<file path="config.mk">
export PLATFORM = sky130hd
export DESIGN_NAME = chf_flow_irq_ctrl
export DESIGN_NICKNAME = d
export VERILOG_FILES = /design/src/inc/chf_pkg.sv /design/src/hdl/chf_flow_irq_ctrl.sv
export SDC_FILE = /design/constraint.sdc
export NUM_CORES = 1
export LEC_CHECK = 0
export BUFFER_PORTS_ARGS = -buffer_cell sky130_fd_sc_hd__buf_4
export CAP_MARGIN = 0
export CORE_MARGIN = 1
export CORE_UTILIZATION = 30
export DETAILED_ROUTE_END_ITERATION = 6
export HOLD_SLACK_MARGIN = 0.1
export PLACE_DENSITY = 0.51
export SLEW_MARGIN = 25
export SYNTH_ARGS = -nofsm -noshare
export SYNTH_HDL_FRONTEND = slang
export SYNTH_SLANG_ARGS = --single-unit
</file>
<file path="constraint.sdc">
create_clock -name sys_clk -period 7.83 [get_ports sys_clk]
set_input_delay 0.783 -clock sys_clk [delete_from_list [all_inputs] [get_ports sys_clk]]
set_output_delay 0.783 -clock sys_clk [all_outputs]
set_load 0.05 [all_outputs]
</file>
<file path="src/inc/chf_pkg.sv">
package chf_pkg;

  // register map on the plain 8-bit port
  localparam logic [7:0] OFS_STATUS      = 8'hde;
  localparam logic [7:0] OFS_MASK        = 8'hdf;
  localparam logic [7:0] OFS_CON0        = 8'he4;
  localparam logic [7:0] OFS_CON1        = 8'he5;
  localparam logic [7:0] OFS_CON2        = 8'he6;
  localparam logic [7:0] OFS_FLAGS       = 8'he7;
  localparam logic [7:0] OFS_DATA        = 8'he8;
  localparam logic [7:0] OFS_GIE         = 8'he9;
  localparam logic [7:0] OFS_FLAGS_ALIAS = 8'hea;

  // card_control_0 fields
  localparam int unsigned B_DATA_RD_PTR_RST = 7;
  localparam int unsigned B_DATA_WR_PTR_RST = 6;
  localparam int unsigned B_RESP_RD_PTR_RST = 5;
  localparam int unsigned B_CMD_WR_PTR_RST  = 4;
  localparam int unsigned B_MULTI_BLOCK     = 3;
  localparam int unsigned B_BLOCK_FORMAT    = 2;
  localparam int unsigned B_SHORT_RESP      = 1;
  localparam int unsigned B_RESP_CRC_DIS    = 0;

  // card_control_1 fields
  localparam int unsigned B_BLOCK_LEN_HI    = 7;
  localparam int unsigned B_BLOCK_LEN_LO    = 4;
  localparam int unsigned B_WRITE_DIR       = 3;
  localparam int unsigned B_DATA_XFER_ARM   = 2;
  localparam int unsigned B_RESPONSE_ARM    = 1;
  localparam int unsigned B_CMD_SEND_ARM    = 0;

  // card_control_2 fields
  localparam int unsigned B_CTRL_CLK_EN     = 7;
  localparam int unsigned B_DATA_CTRL_RST   = 6;
  localparam int unsigned B_CMD_CTRL_RST    = 5;
  localparam int unsigned B_TX_DELAY_HI     = 2;
  localparam int unsigned B_TX_DELAY_LO     = 1;
  localparam int unsigned B_FLOW_GATE_EN    = 0;
  localparam logic [7:0]  CON2_WR_MASK      = 8'he7;

  // irq_flag_reg fields
  localparam int unsigned B_BUSY_CHANGE     = 7;
  localparam int unsigned B_RESPONSE_DONE   = 6;
  localparam int unsigned B_COMMAND_DONE    = 5;
  localparam int unsigned B_FRAME_DONE      = 4;
  localparam int unsigned B_HALF2_FULL      = 3;
  localparam int unsigned B_HALF1_FULL      = 2;
  localparam int unsigned B_HALF2_EMPTY     = 1;
  localparam int unsigned B_HALF1_EMPTY     = 0;
  localparam logic [7:0]  FLAG_RTC_MASK     = 8'hf0;
  localparam int unsigned B_GLOBAL_IRQ_EN   = 0;

  // reset values
  localparam logic [7:0] RST_CON0  = 8'h00;
  localparam logic [7:0] RST_CON1  = 8'h00;
  localparam logic [7:0] RST_CON2  = 8'h00;
  localparam logic [7:0] RST_FLAGS = 8'h03;
  localparam logic [7:0] RST_MASK  = 8'hff;
  localparam logic [7:0] RST_GIE   = 8'h00;

  // data fifo geometry
  localparam int unsigned FIFO_DEPTH = 16;
  localparam logic [3:0]  HALF_DEPTH = 4'h8;

  // transmit delay in card clock periods
  localparam logic [3:0] TX_DELAY_BASE = 4'h3;
  localparam logic [3:0] TX_DELAY_STEP = 4'h2;

  // card clock timing
  localparam int unsigned SYS_PERIOD_PS  = 5000;
  localparam int unsigned CARD_PERIOD_NS = 160;
  localparam int unsigned CARD_HALF_DIV  = (CARD_PERIOD_NS * 1000) / (2 * SYS_PERIOD_PS);

  // transfer configuration toward the line controllers
  typedef struct packed {
    logic        multiBlock;
    logic        blockFormat;
    logic        shortResp;
    logic        respCrcDisable;
    logic        writeDir;
    logic [11:0] blockBytes;
    logic        flowEnable;
  } chf_cfg_t;

  // one-cycle events from the line controllers
  typedef struct packed {
    logic busyChange;
    logic responseDone;
    logic commandDone;
    logic frameDone;
  } chf_evt_t;

  // reset levels toward pointers and controllers
  typedef struct packed {
    logic dataRdPtr;
    logic dataWrPtr;
    logic respRdPtr;
    logic cmdWrPtr;
    logic dataCtrl;
    logic cmdCtrl;
  } chf_rst_t;

  typedef enum logic [1:0] {
    DLY_IDLE = 2'b00,
    DLY_WAIT = 2'b01,
    DLY_GO   = 2'b11
  } chf_dly_t;

endpackage

</file>
<file path="src/hdl/chf_flow_irq_ctrl.sv">
`timescale 1ns/1ps

// Behaviour
// - transmit with flow gating: stop card clock when both halves empty
// - receive with flow gating: stop card clock when both halves full
// - stopped clock freezes card lines; data port access lets it resume
// - eight latched interrupt flags for card and fifo events
// - each flag has a mask bit; set mask blocks its request
// - interrupt when unmasked flag set and global enable set
// - reading flag register returns flags and clears read-to-clear ones
// - control 0 bits 7..4 hold four fifo pointers reset while set
// - control 0 bit 3 selects multi-block versus single-block
// - control 0 bit 2 selects block versus stream format
// - control 0 bit 1 selects 48-bit versus 136-bit responses
// - control 0 bit 0 disables response crc check
// - control 1 bit 3 selects host-to-card write direction
// - set then clear of control 1 bit 1 arms response reception
// - control 2 bit 7 runs card clock; clear freezes the controller
// - set then clear of control 2 bit 6 resets data controller
// - set then clear of control 2 bit 5 resets command controller
// - transmit delay after response is 3 plus 2 per step periods
// - control 2 flow enable bit turns fifo clock gating on
// - control 2 bits 4..3 always read zero
// - sixteen byte fifo built as two eight byte halves
// - block length in bytes is two to the programmed power, zero for powers 12 to 15
// - empty flags set on empty, cleared on full; both set at reset
module chf_flow_irq_ctrl #(
  parameter int unsigned HALF_DIV = chf_pkg::CARD_HALF_DIV
) (
  // clock and reset
  input  wire logic             sys_clk,
  input  wire logic             rst,
  // register port
  input  wire logic [7:0]       regAddr,
  input  wire logic [7:0]       regWdata,
  input  wire logic             regWr,
  input  wire logic             regRd,
  output logic      [7:0]       regRdata,
  // line controller side
  input  wire chf_pkg::chf_evt_t lineEvt,
  input  wire logic [5:0]       cardStatus,
  input  wire logic             xferActive,
  input  wire logic             lnkPush,
  input  wire logic [7:0]       lnkRxData,
  input  wire logic             lnkPop,
  output logic      [7:0]       lnkTxData,
  // card clock and control outputs
  output logic                  card_clock,
  output logic                  cardRise,
  output logic                  cardFall,
  output logic                  busFreeze,
  output logic                  ctrlFrozen,
  output chf_pkg::chf_cfg_t     cfg,
  output chf_pkg::chf_rst_t     resets,
  output logic                  responseArm,
  output logic                  dataXferArm,
  output logic                  commandSendArm,
  output logic                  dataTxGo,
  output logic                  irq
);
  import chf_pkg::*;

  // register state
  logic [7:0] con0Reg, con0Next;
  logic [7:0] con1Reg, con1Next;
  logic [7:0] con2Reg, con2Next;
  logic [7:0] maskReg, maskNext;
  logic [7:0] gieReg,  gieNext;
  logic [7:0] flagReg, flagNext;
  logic [7:0] rdataReg, rdataNext;
  logic [2:0] armReg, armNext;

  // fifo state
  logic [7:0] fifoMem [FIFO_DEPTH];
  logic [3:0] wrPtrReg, wrPtrNext;
  logic [3:0] rdPtrReg, rdPtrNext;
  logic [3:0] cntReg [2];
  logic [3:0] cntNext [2];
  logic [7:0] txDataReg, txDataNext;

  // card clock and delay state
  logic [15:0] divReg, divNext;
  logic        clkReg, clkNext;
  logic        riseReg, riseNext;
  logic        fallReg, fallNext;
  chf_dly_t    dlyReg, dlyNext;
  logic [3:0]  dlyCntReg, dlyCntNext;

  // decoded strobes
  logic wrCon0, wrCon1, wrCon2, wrMask, wrGie, flagRead;
  logic pushReq, popReq, pushOk, popOk, dataAccess;
  logic [7:0] pushData;
  logic writeDir, flowStop, cardRun;

  // one half's fill count after a push and a pop
  function automatic logic [3:0] halfCount(input logic [3:0] cnt,
                                           input logic       inc,
                                           input logic       dec);
    logic [3:0] res;
    res = cnt;
    if (inc && !dec) begin
      res = cnt + 4'h1;
    end else if (dec && !inc) begin
      res = cnt - 4'h1;
    end
    return res;
  endfunction

  // block length in bytes from its exponent
  function automatic logic [11:0] blockBytes(input logic [3:0] lenExp);
    return 12'h001 << lenExp;
  endfunction

  // address decode
  assign wrCon0   = regWr && (regAddr == OFS_CON0);
  assign wrCon1   = regWr && (regAddr == OFS_CON1);
  assign wrCon2   = regWr && (regAddr == OFS_CON2);
  assign wrMask   = regWr && (regAddr == OFS_MASK);
  assign wrGie    = regWr && (regAddr == OFS_GIE);
  assign flagRead = regRd && ((regAddr == OFS_FLAGS) || (regAddr == OFS_FLAGS_ALIAS));
  assign writeDir = con1Reg[B_WRITE_DIR];

  // software feeds fifo when writing to card, link feeds it otherwise
  assign dataAccess = (regWr || regRd) && (regAddr == OFS_DATA);
  assign pushReq    = writeDir ? (regWr && dataAccess) : lnkPush;
  assign popReq     = writeDir ? lnkPop : (regRd && dataAccess);
  assign pushData   = writeDir ? regWdata : lnkRxData;

  // control registers
  always_comb begin
    con0Next = con0Reg;
    con1Next = con1Reg;
    con2Next = con2Reg;
    maskNext = maskReg;
    gieNext  = gieReg;
    if (wrCon0) begin
      con0Next = regWdata;
    end
    if (wrCon1) begin
      con1Next = regWdata;
    end
    if (wrCon2) begin
      con2Next = regWdata & CON2_WR_MASK;
    end
    if (wrMask) begin
      maskNext = regWdata;
    end
    if (wrGie) begin
      gieNext = {7'h00, regWdata[B_GLOBAL_IRQ_EN]};
    end
  end

  always_ff @(posedge sys_clk) begin
    if (rst) begin
      con0Reg <= RST_CON0;
      con1Reg <= RST_CON1;
      con2Reg <= RST_CON2;
      maskReg <= RST_MASK;
      gieReg  <= RST_GIE;
    end else begin
      con0Reg <= con0Next;
      con1Reg <= con1Next;
      con2Reg <= con2Next;
      maskReg <= maskNext;
      gieReg  <= gieNext;
    end
  end

  // arm pulses on the falling edge of a set-then-clear sequence
  always_comb begin
    armNext = 3'h0;
    if (wrCon1) begin
      armNext[0] = con1Reg[B_RESPONSE_ARM] && !regWdata[B_RESPONSE_ARM];
      armNext[1] = con1Reg[B_DATA_XFER_ARM] && !regWdata[B_DATA_XFER_ARM];
      armNext[2] = con1Reg[B_CMD_SEND_ARM] && !regWdata[B_CMD_SEND_ARM];
    end
  end

  always_ff @(posedge sys_clk) begin
    if (rst) begin
      armReg <= 3'h0;
    end else begin
      armReg <= armNext;
    end
  end

  assign responseArm    = armReg[0];
  assign dataXferArm    = armReg[1];
  assign commandSendArm = armReg[2];

  // pointer reset levels follow their bits
  assign resets.dataRdPtr = con0Reg[B_DATA_RD_PTR_RST];
  assign resets.dataWrPtr = con0Reg[B_DATA_WR_PTR_RST];
  assign resets.respRdPtr = con0Reg[B_RESP_RD_PTR_RST];
  assign resets.cmdWrPtr  = con0Reg[B_CMD_WR_PTR_RST];
  // controller resets held while the bit is one
  assign resets.dataCtrl  = con2Reg[B_DATA_CTRL_RST];
  assign resets.cmdCtrl   = con2Reg[B_CMD_CTRL_RST];

  assign cfg.multiBlock     = con0Reg[B_MULTI_BLOCK];
  assign cfg.blockFormat    = con0Reg[B_BLOCK_FORMAT];
  assign cfg.shortResp      = con0Reg[B_SHORT_RESP];
  assign cfg.respCrcDisable = con0Reg[B_RESP_CRC_DIS];
  assign cfg.writeDir       = writeDir;
  assign cfg.blockBytes     = blockBytes(con1Reg[B_BLOCK_LEN_HI:B_BLOCK_LEN_LO]);
  assign cfg.flowEnable     = con2Reg[B_FLOW_GATE_EN];

  // two eight byte halves, selected by pointer msb
  always_comb begin
    pushOk     = pushReq && (cntReg[wrPtrReg[3]] != HALF_DEPTH);
    popOk      = popReq && (cntReg[rdPtrReg[3]] != 4'h0);
    wrPtrNext  = pushOk ? wrPtrReg + 4'h1 : wrPtrReg;
    rdPtrNext  = popOk ? rdPtrReg + 4'h1 : rdPtrReg;
    cntNext[0] = halfCount(cntReg[0], pushOk && !wrPtrReg[3], popOk && !rdPtrReg[3]);
    cntNext[1] = halfCount(cntReg[1], pushOk && wrPtrReg[3], popOk && rdPtrReg[3]);
    txDataNext = (popOk && writeDir) ? fifoMem[rdPtrReg] : txDataReg;
    // pointer resets abort the fifo contents
    if (resets.dataRdPtr || resets.dataWrPtr || resets.dataCtrl) begin
      cntNext[0] = 4'h0;
      cntNext[1] = 4'h0;
    end
    if (resets.dataRdPtr || resets.dataCtrl) begin
      rdPtrNext = 4'h0;
    end
    if (resets.dataWrPtr || resets.dataCtrl) begin
      wrPtrNext = 4'h0;
    end
  end

  always_ff @(posedge sys_clk) begin
    if (rst) begin
      wrPtrReg  <= 4'h0;
      rdPtrReg  <= 4'h0;
      cntReg[0] <= 4'h0;
      cntReg[1] <= 4'h0;
      txDataReg <= 8'h00;
    end else begin
      wrPtrReg  <= wrPtrNext;
      rdPtrReg  <= rdPtrNext;
      cntReg[0] <= cntNext[0];
      cntReg[1] <= cntNext[1];
      txDataReg <= txDataNext;
    end
  end

  // fifo storage, written on an accepted push
  always_ff @(posedge sys_clk) begin
    if (pushOk) begin
      fifoMem[wrPtrReg] <= pushData;
    end
  end

  assign lnkTxData = txDataReg;

  // interrupt flags
  always_comb begin
    flagNext = flagReg;
    // a read clears the event flags, a new event wins
    if (flagRead) begin
      flagNext = flagReg & ~FLAG_RTC_MASK;
    end
    if (lineEvt.busyChange) begin
      flagNext[B_BUSY_CHANGE] = 1'b1;
    end
    if (lineEvt.responseDone) begin
      flagNext[B_RESPONSE_DONE] = 1'b1;
    end
    if (lineEvt.commandDone) begin
      flagNext[B_COMMAND_DONE] = 1'b1;
    end
    if (lineEvt.frameDone) begin
      flagNext[B_FRAME_DONE] = 1'b1;
    end
    // empty set on empty, cleared on full; full the reverse
    if (cntNext[0] == 4'h0) begin
      flagNext[B_HALF1_EMPTY] = 1'b1;
      flagNext[B_HALF1_FULL]  = 1'b0;
    end else if (cntNext[0] == HALF_DEPTH) begin
      flagNext[B_HALF1_EMPTY] = 1'b0;
      flagNext[B_HALF1_FULL]  = 1'b1;
    end
    if (cntNext[1] == 4'h0) begin
      flagNext[B_HALF2_EMPTY] = 1'b1;
      flagNext[B_HALF2_FULL]  = 1'b0;
    end else if (cntNext[1] == HALF_DEPTH) begin
      flagNext[B_HALF2_EMPTY] = 1'b0;
      flagNext[B_HALF2_FULL]  = 1'b1;
    end
  end

  always_ff @(posedge sys_clk) begin
    if (rst) begin
      flagReg <= RST_FLAGS;
    end else begin
      flagReg <= flagNext;
    end
  end

  // unmasked flag and global enable raise the request
  assign irq = gieReg[B_GLOBAL_IRQ_EN] && ((flagReg & ~maskReg) != 8'h00);

  // read data, one cycle after the strobe
  always_comb begin
    rdataNext = 8'h00;
    if (regRd) begin
      case (regAddr)
        OFS_STATUS:      rdataNext = {2'b00, cardStatus};
        OFS_MASK:        rdataNext = maskReg;
        OFS_CON0:        rdataNext = con0Reg;
        OFS_CON1:        rdataNext = con1Reg;
        OFS_CON2:        rdataNext = con2Reg & CON2_WR_MASK;
        // current flags returned in the clearing access
        OFS_FLAGS:       rdataNext = flagReg;
        OFS_FLAGS_ALIAS: rdataNext = flagReg;
        OFS_DATA:        rdataNext = popOk ? fifoMem[rdPtrReg] : 8'h00;
        OFS_GIE:         rdataNext = gieReg;
        default:         rdataNext = 8'h00;
      endcase
    end
  end

  always_ff @(posedge sys_clk) begin
    if (rst) begin
      rdataReg <= 8'h00;
    end else begin
      rdataReg <= rdataNext;
    end
  end

  assign regRdata = rdataReg;

  // flow gating from the half flags
  always_comb begin
    flowStop = 1'b0;
    if (con2Reg[B_FLOW_GATE_EN] && xferActive) begin
      if (writeDir) begin
        flowStop = flagReg[B_HALF1_EMPTY] && flagReg[B_HALF2_EMPTY];
      end else begin
        flowStop = flagReg[B_HALF1_FULL] && flagReg[B_HALF2_FULL];
      end
    end
  end

  // controller enable runs the card clock
  assign cardRun    = con2Reg[B_CTRL_CLK_EN] && !flowStop;
  assign ctrlFrozen = !con2Reg[B_CTRL_CLK_EN];
  // line controllers hold their lines while flow gating stops the clock
  assign busFreeze  = flowStop;

  // card clock divider, holds its level while flow gating stops it, driven low while control 2 bit 7 is clear
  always_comb begin
    divNext  = divReg;
    clkNext  = clkReg;
    riseNext = 1'b0;
    fallNext = 1'b0;
    if (!con2Reg[B_CTRL_CLK_EN]) begin
      divNext = 16'h0000;
      clkNext = 1'b0;
    // resumes once a port access has moved the half flags
    end else if (cardRun) begin
      if (divReg == 16'(HALF_DIV - 1)) begin
        divNext  = 16'h0000;
        clkNext  = !clkReg;
        riseNext = !clkReg;
        fallNext = clkReg;
      end else begin
        divNext = divReg + 16'h0001;
      end
    end
  end

  always_ff @(posedge sys_clk) begin
    if (rst) begin
      divReg  <= 16'h0000;
      clkReg  <= 1'b0;
      riseReg <= 1'b0;
      fallReg <= 1'b0;
    end else begin
      divReg  <= divNext;
      clkReg  <= clkNext;
      riseReg <= riseNext;
      fallReg <= fallNext;
    end
  end

  assign card_clock = clkReg;
  assign cardRise   = riseReg;
  assign cardFall   = fallReg;

  // transmit delay after a response, counted in card periods
  always_comb begin
    dlyNext    = dlyReg;
    dlyCntNext = dlyCntReg;
    case (dlyReg)
      DLY_IDLE: begin
        if (lineEvt.responseDone && writeDir) begin
          dlyNext    = DLY_WAIT;
          dlyCntNext = TX_DELAY_BASE
                     + TX_DELAY_STEP * {2'b00, con2Reg[B_TX_DELAY_HI:B_TX_DELAY_LO]};
        end
      end
      DLY_WAIT: begin
        if (riseReg) begin
          dlyCntNext = dlyCntReg - 4'h1;
          if (dlyCntReg == 4'h1) begin
            dlyNext = DLY_GO;
          end
        end
      end
      DLY_GO: begin
        dlyNext = DLY_IDLE;
      end
      default: begin
        dlyNext = DLY_IDLE;
      end
    endcase
    // data controller reset aborts the wait
    if (resets.dataCtrl) begin
      dlyNext    = DLY_IDLE;
      dlyCntNext = 4'h0;
    end
  end

  always_ff @(posedge sys_clk) begin
    if (rst) begin
      dlyReg    <= DLY_IDLE;
      dlyCntReg <= 4'h0;
    end else begin
      dlyReg    <= dlyNext;
      dlyCntReg <= dlyCntNext;
    end
  end

  assign dataTxGo = (dlyReg == DLY_GO);

endmodule

</file>
======== Word-level counts from Yosys, hierarchy flattened ========
Memory sizes are Yosys's and may differ from the RTL's. A register that Yosys moved wholly into a read port is not among the register bits.
Index checks and enable logic that the tools add are counted.
word-level totals
  word-level logic and storage cells ...... 174
  memories kept ........................... 2
  bits in writable memories ............... 136
  bits in registers ....................... 91
  input bits .............................. 41
memory list
  memory   depth  bits a word  rd ports  clocked after Yosys merged registers in  wr ports  RTL line                 source
  fifoMem  16     8            1         1                                        1         chf_flow_irq_ctrl.sv:74  logic [7:0] fifoMem [FIFO_DEPTH];
  cntReg   2      4            4         2                                        2         chf_flow_irq_ctrl.sv:77  logic [3:0] cntReg [2];
operators by class
  add/sub/neg operators ................... 9
  multiplexer cells ....................... 42
  bitwise logic cells ..................... 9
  reduce and logical (&&, ||, !) cells .... 70
  equal/unequal tests ..................... 19
  shift operators ......................... 1
operators by type and width
  kind                     number
  $eq A8 B8 Y1 const B     9
  $pmux W8 S8              1
  $mux W4                  10
  $mux W8                  4
  $logic_and A1 B1 Y1      29
  $mux W1                  21
  $reduce_or A2 Y1         9
  $add A16 B1 Y16 const B  1
  $add A4 B1 Y4 const B    4
  $eq A16 B4 Y1 const B    1
  $mux W16                 1
  $logic_not A1 Y1         12
  $shl A1 B4 Y12 const A   1
  $sub A4 B1 Y4 const B    3
  $reduce_bool A2 Y1       5
  $and A8 B8 Y8            1
  $eq A4 B4 Y1 const B     2
  $logic_not A4 Y1         2
  $not A8 Y8               1
  $pmux W4 S2              1
  $reduce_bool A8 Y1       1
  $logic_or A1 B1 Y1       6
  $mux W2                  3
  $ne A2 B2 Y1 const B     3
  13 further kinds         19

======== Logic depth before layout (Yosys ltp) ========
  word-level depth ........................ 13
  depth in mapped cells ................... 9

======== Least setup slack after synthesis ========
OpenSTA, ideal clock, no wires.
  kind .................................... in2reg
  from .................................... input regAddr[0]
  to ...................................... memory fifoMem[3][0] (enable)
  stages .................................. 6
  setup time .............................. 0.383 ns
  buffers on the path ..................... 1
  path slack .............................. 4.546 ns
  data arrival time ....................... 2.900 ns
  path through ............................ buf_6 -> or3b_4 -> o41a_1 -> a221oi_2 -> nand2_1 -> nor3_1
on the way
  longest elaborated chain between the ends .. 7
ends and longest elaborated chain
  what                           RTL line                  source
  start: declaration             chf_flow_irq_ctrl.sv:34   input wire logic [7:0] regAddr,
  $eq A8 B8 Y1                   chf_flow_irq_ctrl.sv:124  assign dataAccess = (regWr || regRd) && (regAddr == OFS_DATA);
  $logic_and A1 B1 Y1            chf_flow_irq_ctrl.sv:124
  $logic_and A1 B1 Y1            chf_flow_irq_ctrl.sv:125  assign pushReq = writeDir ? (regWr && dataAccess) : lnkPush;
  $mux W1                        chf_flow_irq_ctrl.sv:125
  $logic_and A1 B1 Y1            chf_flow_irq_ctrl.sv:210  pushOk = pushReq && (cntReg[wrPtrReg[3]] != HALF_DEPTH);
  $mux W1                        chf_flow_irq_ctrl.sv:248  if (pushOk) begin
  $mux W1 (not written as such)  chf_flow_irq_ctrl.sv:249  fifoMem[wrPtrReg] <= pushData;
  end: declaration               chf_flow_irq_ctrl.sv:74
Every way passes these cells.

======== Final worst setup path ========
  from .................................... input regAddr[0]
  to ...................................... memory fifoMem[2][2] (enable)
Same word-level chain as after synthesis.

==> flow_summary.ini <==
[clock_network]
clock-sinks = 232
cts.repair_timing.setup_buffer_count = 0
cts.reportedPaths.clkPinSlew_ns = 0.07
clockRootBuffer = clkbuf_16
post_cts_resized = 0
cts_buffers = 26
tritoncts_clock_tree = yes
htreeDepth = 1
clock_path_buffers = 3
worstSkewPairLatency_ns = 0.54
cts.hold.buffers_added = 0

[placement]
dpl-instance-area_um2 = 11200
gpl.final_weighted_congestion = 0.809
detailedPlace.worstSlack_ns = 3.73
io_buffers = 90
post-place-cells = 1312
dpl.hpwl_um = 19100

[logic_synthesis]
synth_edf_count = 128
synth_compound_gate_area_share = 0.0690
synth.ff_latch_count = 232
netlist_area_um2 = 10100
synth_ff_type = edfxtp_1
synth.avg_cell_area_um2 = 12.3
yosys-mux-area-fraction = 0.125
synthArstFlopShare = 0
synth_cell_type_count = 70
synth_sequential_area_ratio = 0.589
synth.yosys.warnings = 0
syn-num-nets = 870
main_combinational_cell_family_by_area_after_synthesis = simple AND/OR/NAND/NOR gates
yosys.area_share.xor_xnor = 0.0200
yosys.area_share.simple = 0.152
synthAdderAreaFrac = 0.0162
instance_count_of_the_mapped_netlist = 816

[power]
power.clock.fraction = 0.460
p_sw_uw = 593
power.density_nw_per_um2 = 218
seq_pwr_share = 0.499
swShare = 0.227
max-vdd-ir-drop_v = 0.000133
power.leakage_uw = 0.00413
combPwrFrac = 0.041
intPower_uw = 2020

[critical_path]
timing.critical_path.fanout_max = 19
critical-path-slowest-cell = nor3_1
cp-end-kind = flop
crit_type = primary input to flop
worst_setup_path_start_kind = primary input
worst_r2r_start = con1Reg[3]$_SDFFE_PP0P_
timing.critical_path.max_delay_family = simple AND/OR/NAND/NOR gates
worst_ep_required_time_ns = 7.98
r2r.worst_path.cells = 5
cp.arrival_ns = 3.52
critical_path.cell_chain = buf_4 > or3b_4 > o41a_1 > a221oi_2 > nand2_1 > nor3_1
critical_path_depth = 6
crit_start = regAddr[0]
critPathBufInv = 1
regToRegSetupSlack_ns = 4.75
critical-path-max-stage-delay_ns = 0.87

[grt]
grt_start_max_net_pins = 54
first_global_vias = 6567
total_track_usage = 0.159
grt_overflow_total = 0
global_route_wire_length_before_repair_um = 41000
grt_antenna_before_repair = 0

[min_path]
holdCritPathClass = primary input to flop
worstHoldStart = lineEvt[0]
min_delay_path_depth = 3

[routing]
drt-pass1-iter-count = 5
routed-via-count = 6710
antenna_left = 0
detail_route.iter0.violations = 479
routed_wl_um = 26800
wl_per_cell_um = 19.7
detail_route.drc_violations = 0
route.detailed.vias_per_inst = 4.93

[timing]
fmax_mhz = 297
finalSetupViolations = 0
report.final.slew_viol_count = 0
tightest_slew_ns = 1.06
timing.final.crit_period_ns = 3.37
unrepaired_setup_endpoints_after_global_routing = false
fin_crit_sh = 0.431
setup_ws_ns = 4.46
skew_ns = 0.0263
setup-tns-final_ns = 0
timing.slew.headroom = 0.291
final_hold_viol_count = 0

[cells_and_area]
layoutNonFillerInstCount = 1360
final_layout_size_suffix_gt1_frac = 0.234
flow.area_growth_from_synthesis_pct = 19.5
stdcell_area_um2 = 12000
filler_cell_count = 3216
antenna_cells_inserted = 0
nets = 952

[floorplan]
io_pins = 91
dieHeight_um = 185
dieArea_um2 = 34300
design.core.area_um2 = 32800
fp.dieW_um = 185
initial_utilization = 0.307
std_cell_rows = 66

[run]
timing.max_cap.violations = 0

[run_status]
status = finished, final reports clean
## synthesized netlist by cell type, types with 7 or more instances
library cell	number	share of area
a21oi_1	38	0.019
a22oi_1	11	0.0082
a31oi_1	7	0.0044
and3_1	12	0.0075
buf_1	7	0.0026
clkbuf_1	27	0.010
dfxtp_1	104	0.21
edfxtp_1	128	0.38
ha_1	13	0.016
inv_1	24	0.0090
mux2_2	15	0.017
mux2i_1	18	0.018
mux4_2	40	0.090
nand2_1	79	0.029
nand2b_1	12	0.0075
nand3_1	29	0.014
nand3b_1	8	0.0060
nand4_1	11	0.0068
nor2_1	89	0.033
nor3_1	31	0.015
xnor2_1	9	0.0078
xor2_1	14	0.012
## cell type report
class	count	area, µm²	area share
Multi-Input combinational cell	518	3870	0.322
Sequential cell	232	5930	0.493
Clock inverter	20	201	0.0168
Tap cell	442	553	0.0460
Timing Repair Buffer	96	721	0.0599
Inverter	24	90.1	0.00749
Clock buffer	28	658	0.0547
## power groups by stage
stage	sequential, µW	combinational [µW]	clock (µW)
2_1_floorplan	1330	58.8	0
3_3_place_gp	1330	108	0
3_5_place_dp	1330	108	0
4_1_cts	1310	108	1230
5_1_grt	1310	116	1280
6_report	1310	108	1200
## state kept, by name (all words and copies together), names as in the netlist, 2 cells and up, named ones only
name       cells
maskReg        8
wrPtrReg       4
fifoMem      128
lnkTxData      8
con2Reg        6
flagReg        8
divReg        16
dlyReg         2
rdPtrReg       4
con0Reg        8
armReg         3
regRdata       8
con1Reg        8
dlyCntReg      4
cntReg         8
## worst min-delay path, cell delays in order
cell     delay [ns]
buf_4          0.08
a21oi_1        0.03
nor2_1         0.06
## cells by family after synthesis
logic type / after synthesis
AO/OA/AOI/OAI: 96
flip-flops: 232
multiplexers: 74
buffers and inverters: 66
XOR/XNOR: 23
adder cells (fa/ha/maj): 13
AND/OR/NAND/NOR: 312
## layer usage
metal  routed length, µm  share of wire  vias to the layer above  GRT usage
met5                   0              0                        -          0
met4                 519          0.019                        0     0.0374
met3                1070          0.040                       37     0.0218
met2               13000           0.48                      143      0.269
met1               12200           0.46                     3328      0.215
li1                    -              -                     3202          -
## placed cells by master (no fill, tap or decap), types with 3 or more instances in the layout
cell type	count
mux2_2	15
or3_1	6
clkbuf_16	26
and4_1	3
nor2b_1	5
nand2_1	79
o21ai_0	4
nor3_2	4
clkinv_4	7
nor2_1	89
ha_1	13
nor4b_1	4
a222oi_1	3
nand4_1	11
buf_4	96
edfxtp_1	128
nand2b_1	12
a211oi_1	3
nor3_1	28
a21oi_1	38
dfxtp_1	103
inv_1	24
clkinvlp_4	5
a31oi_1	7
xnor2_1	9
nand3_1	29
mux2i_1	18
mux4_2	40
a22oi_1	11
xor2_1	14
and2_1	5
and3_1	12
nand3b_1	8
o22ai_1	4
## per-stage QoR
stage,hold WS (ns),util,total power (µW)
after floorplan,0.438,-,1390
after global placement,0.462,0.340,1440
after detailed placement,0.471,0.340,1440
after CTS,0.434,0.366,2640
after global routing,0.448,0.367,2700
final,0.449,0.367,2620
## final timing paths
path	end
max	fifoMem[2][2]$_DFFE_PP_
min	flagReg[4]$_SDFFE_PP0P_
max reg2reg	fifoMem[2][2]$_DFFE_PP_
min reg2reg	con1Reg[0]$_SDFFE_PP0P_
Note: power is estimated with default switching activity, not from simulation.
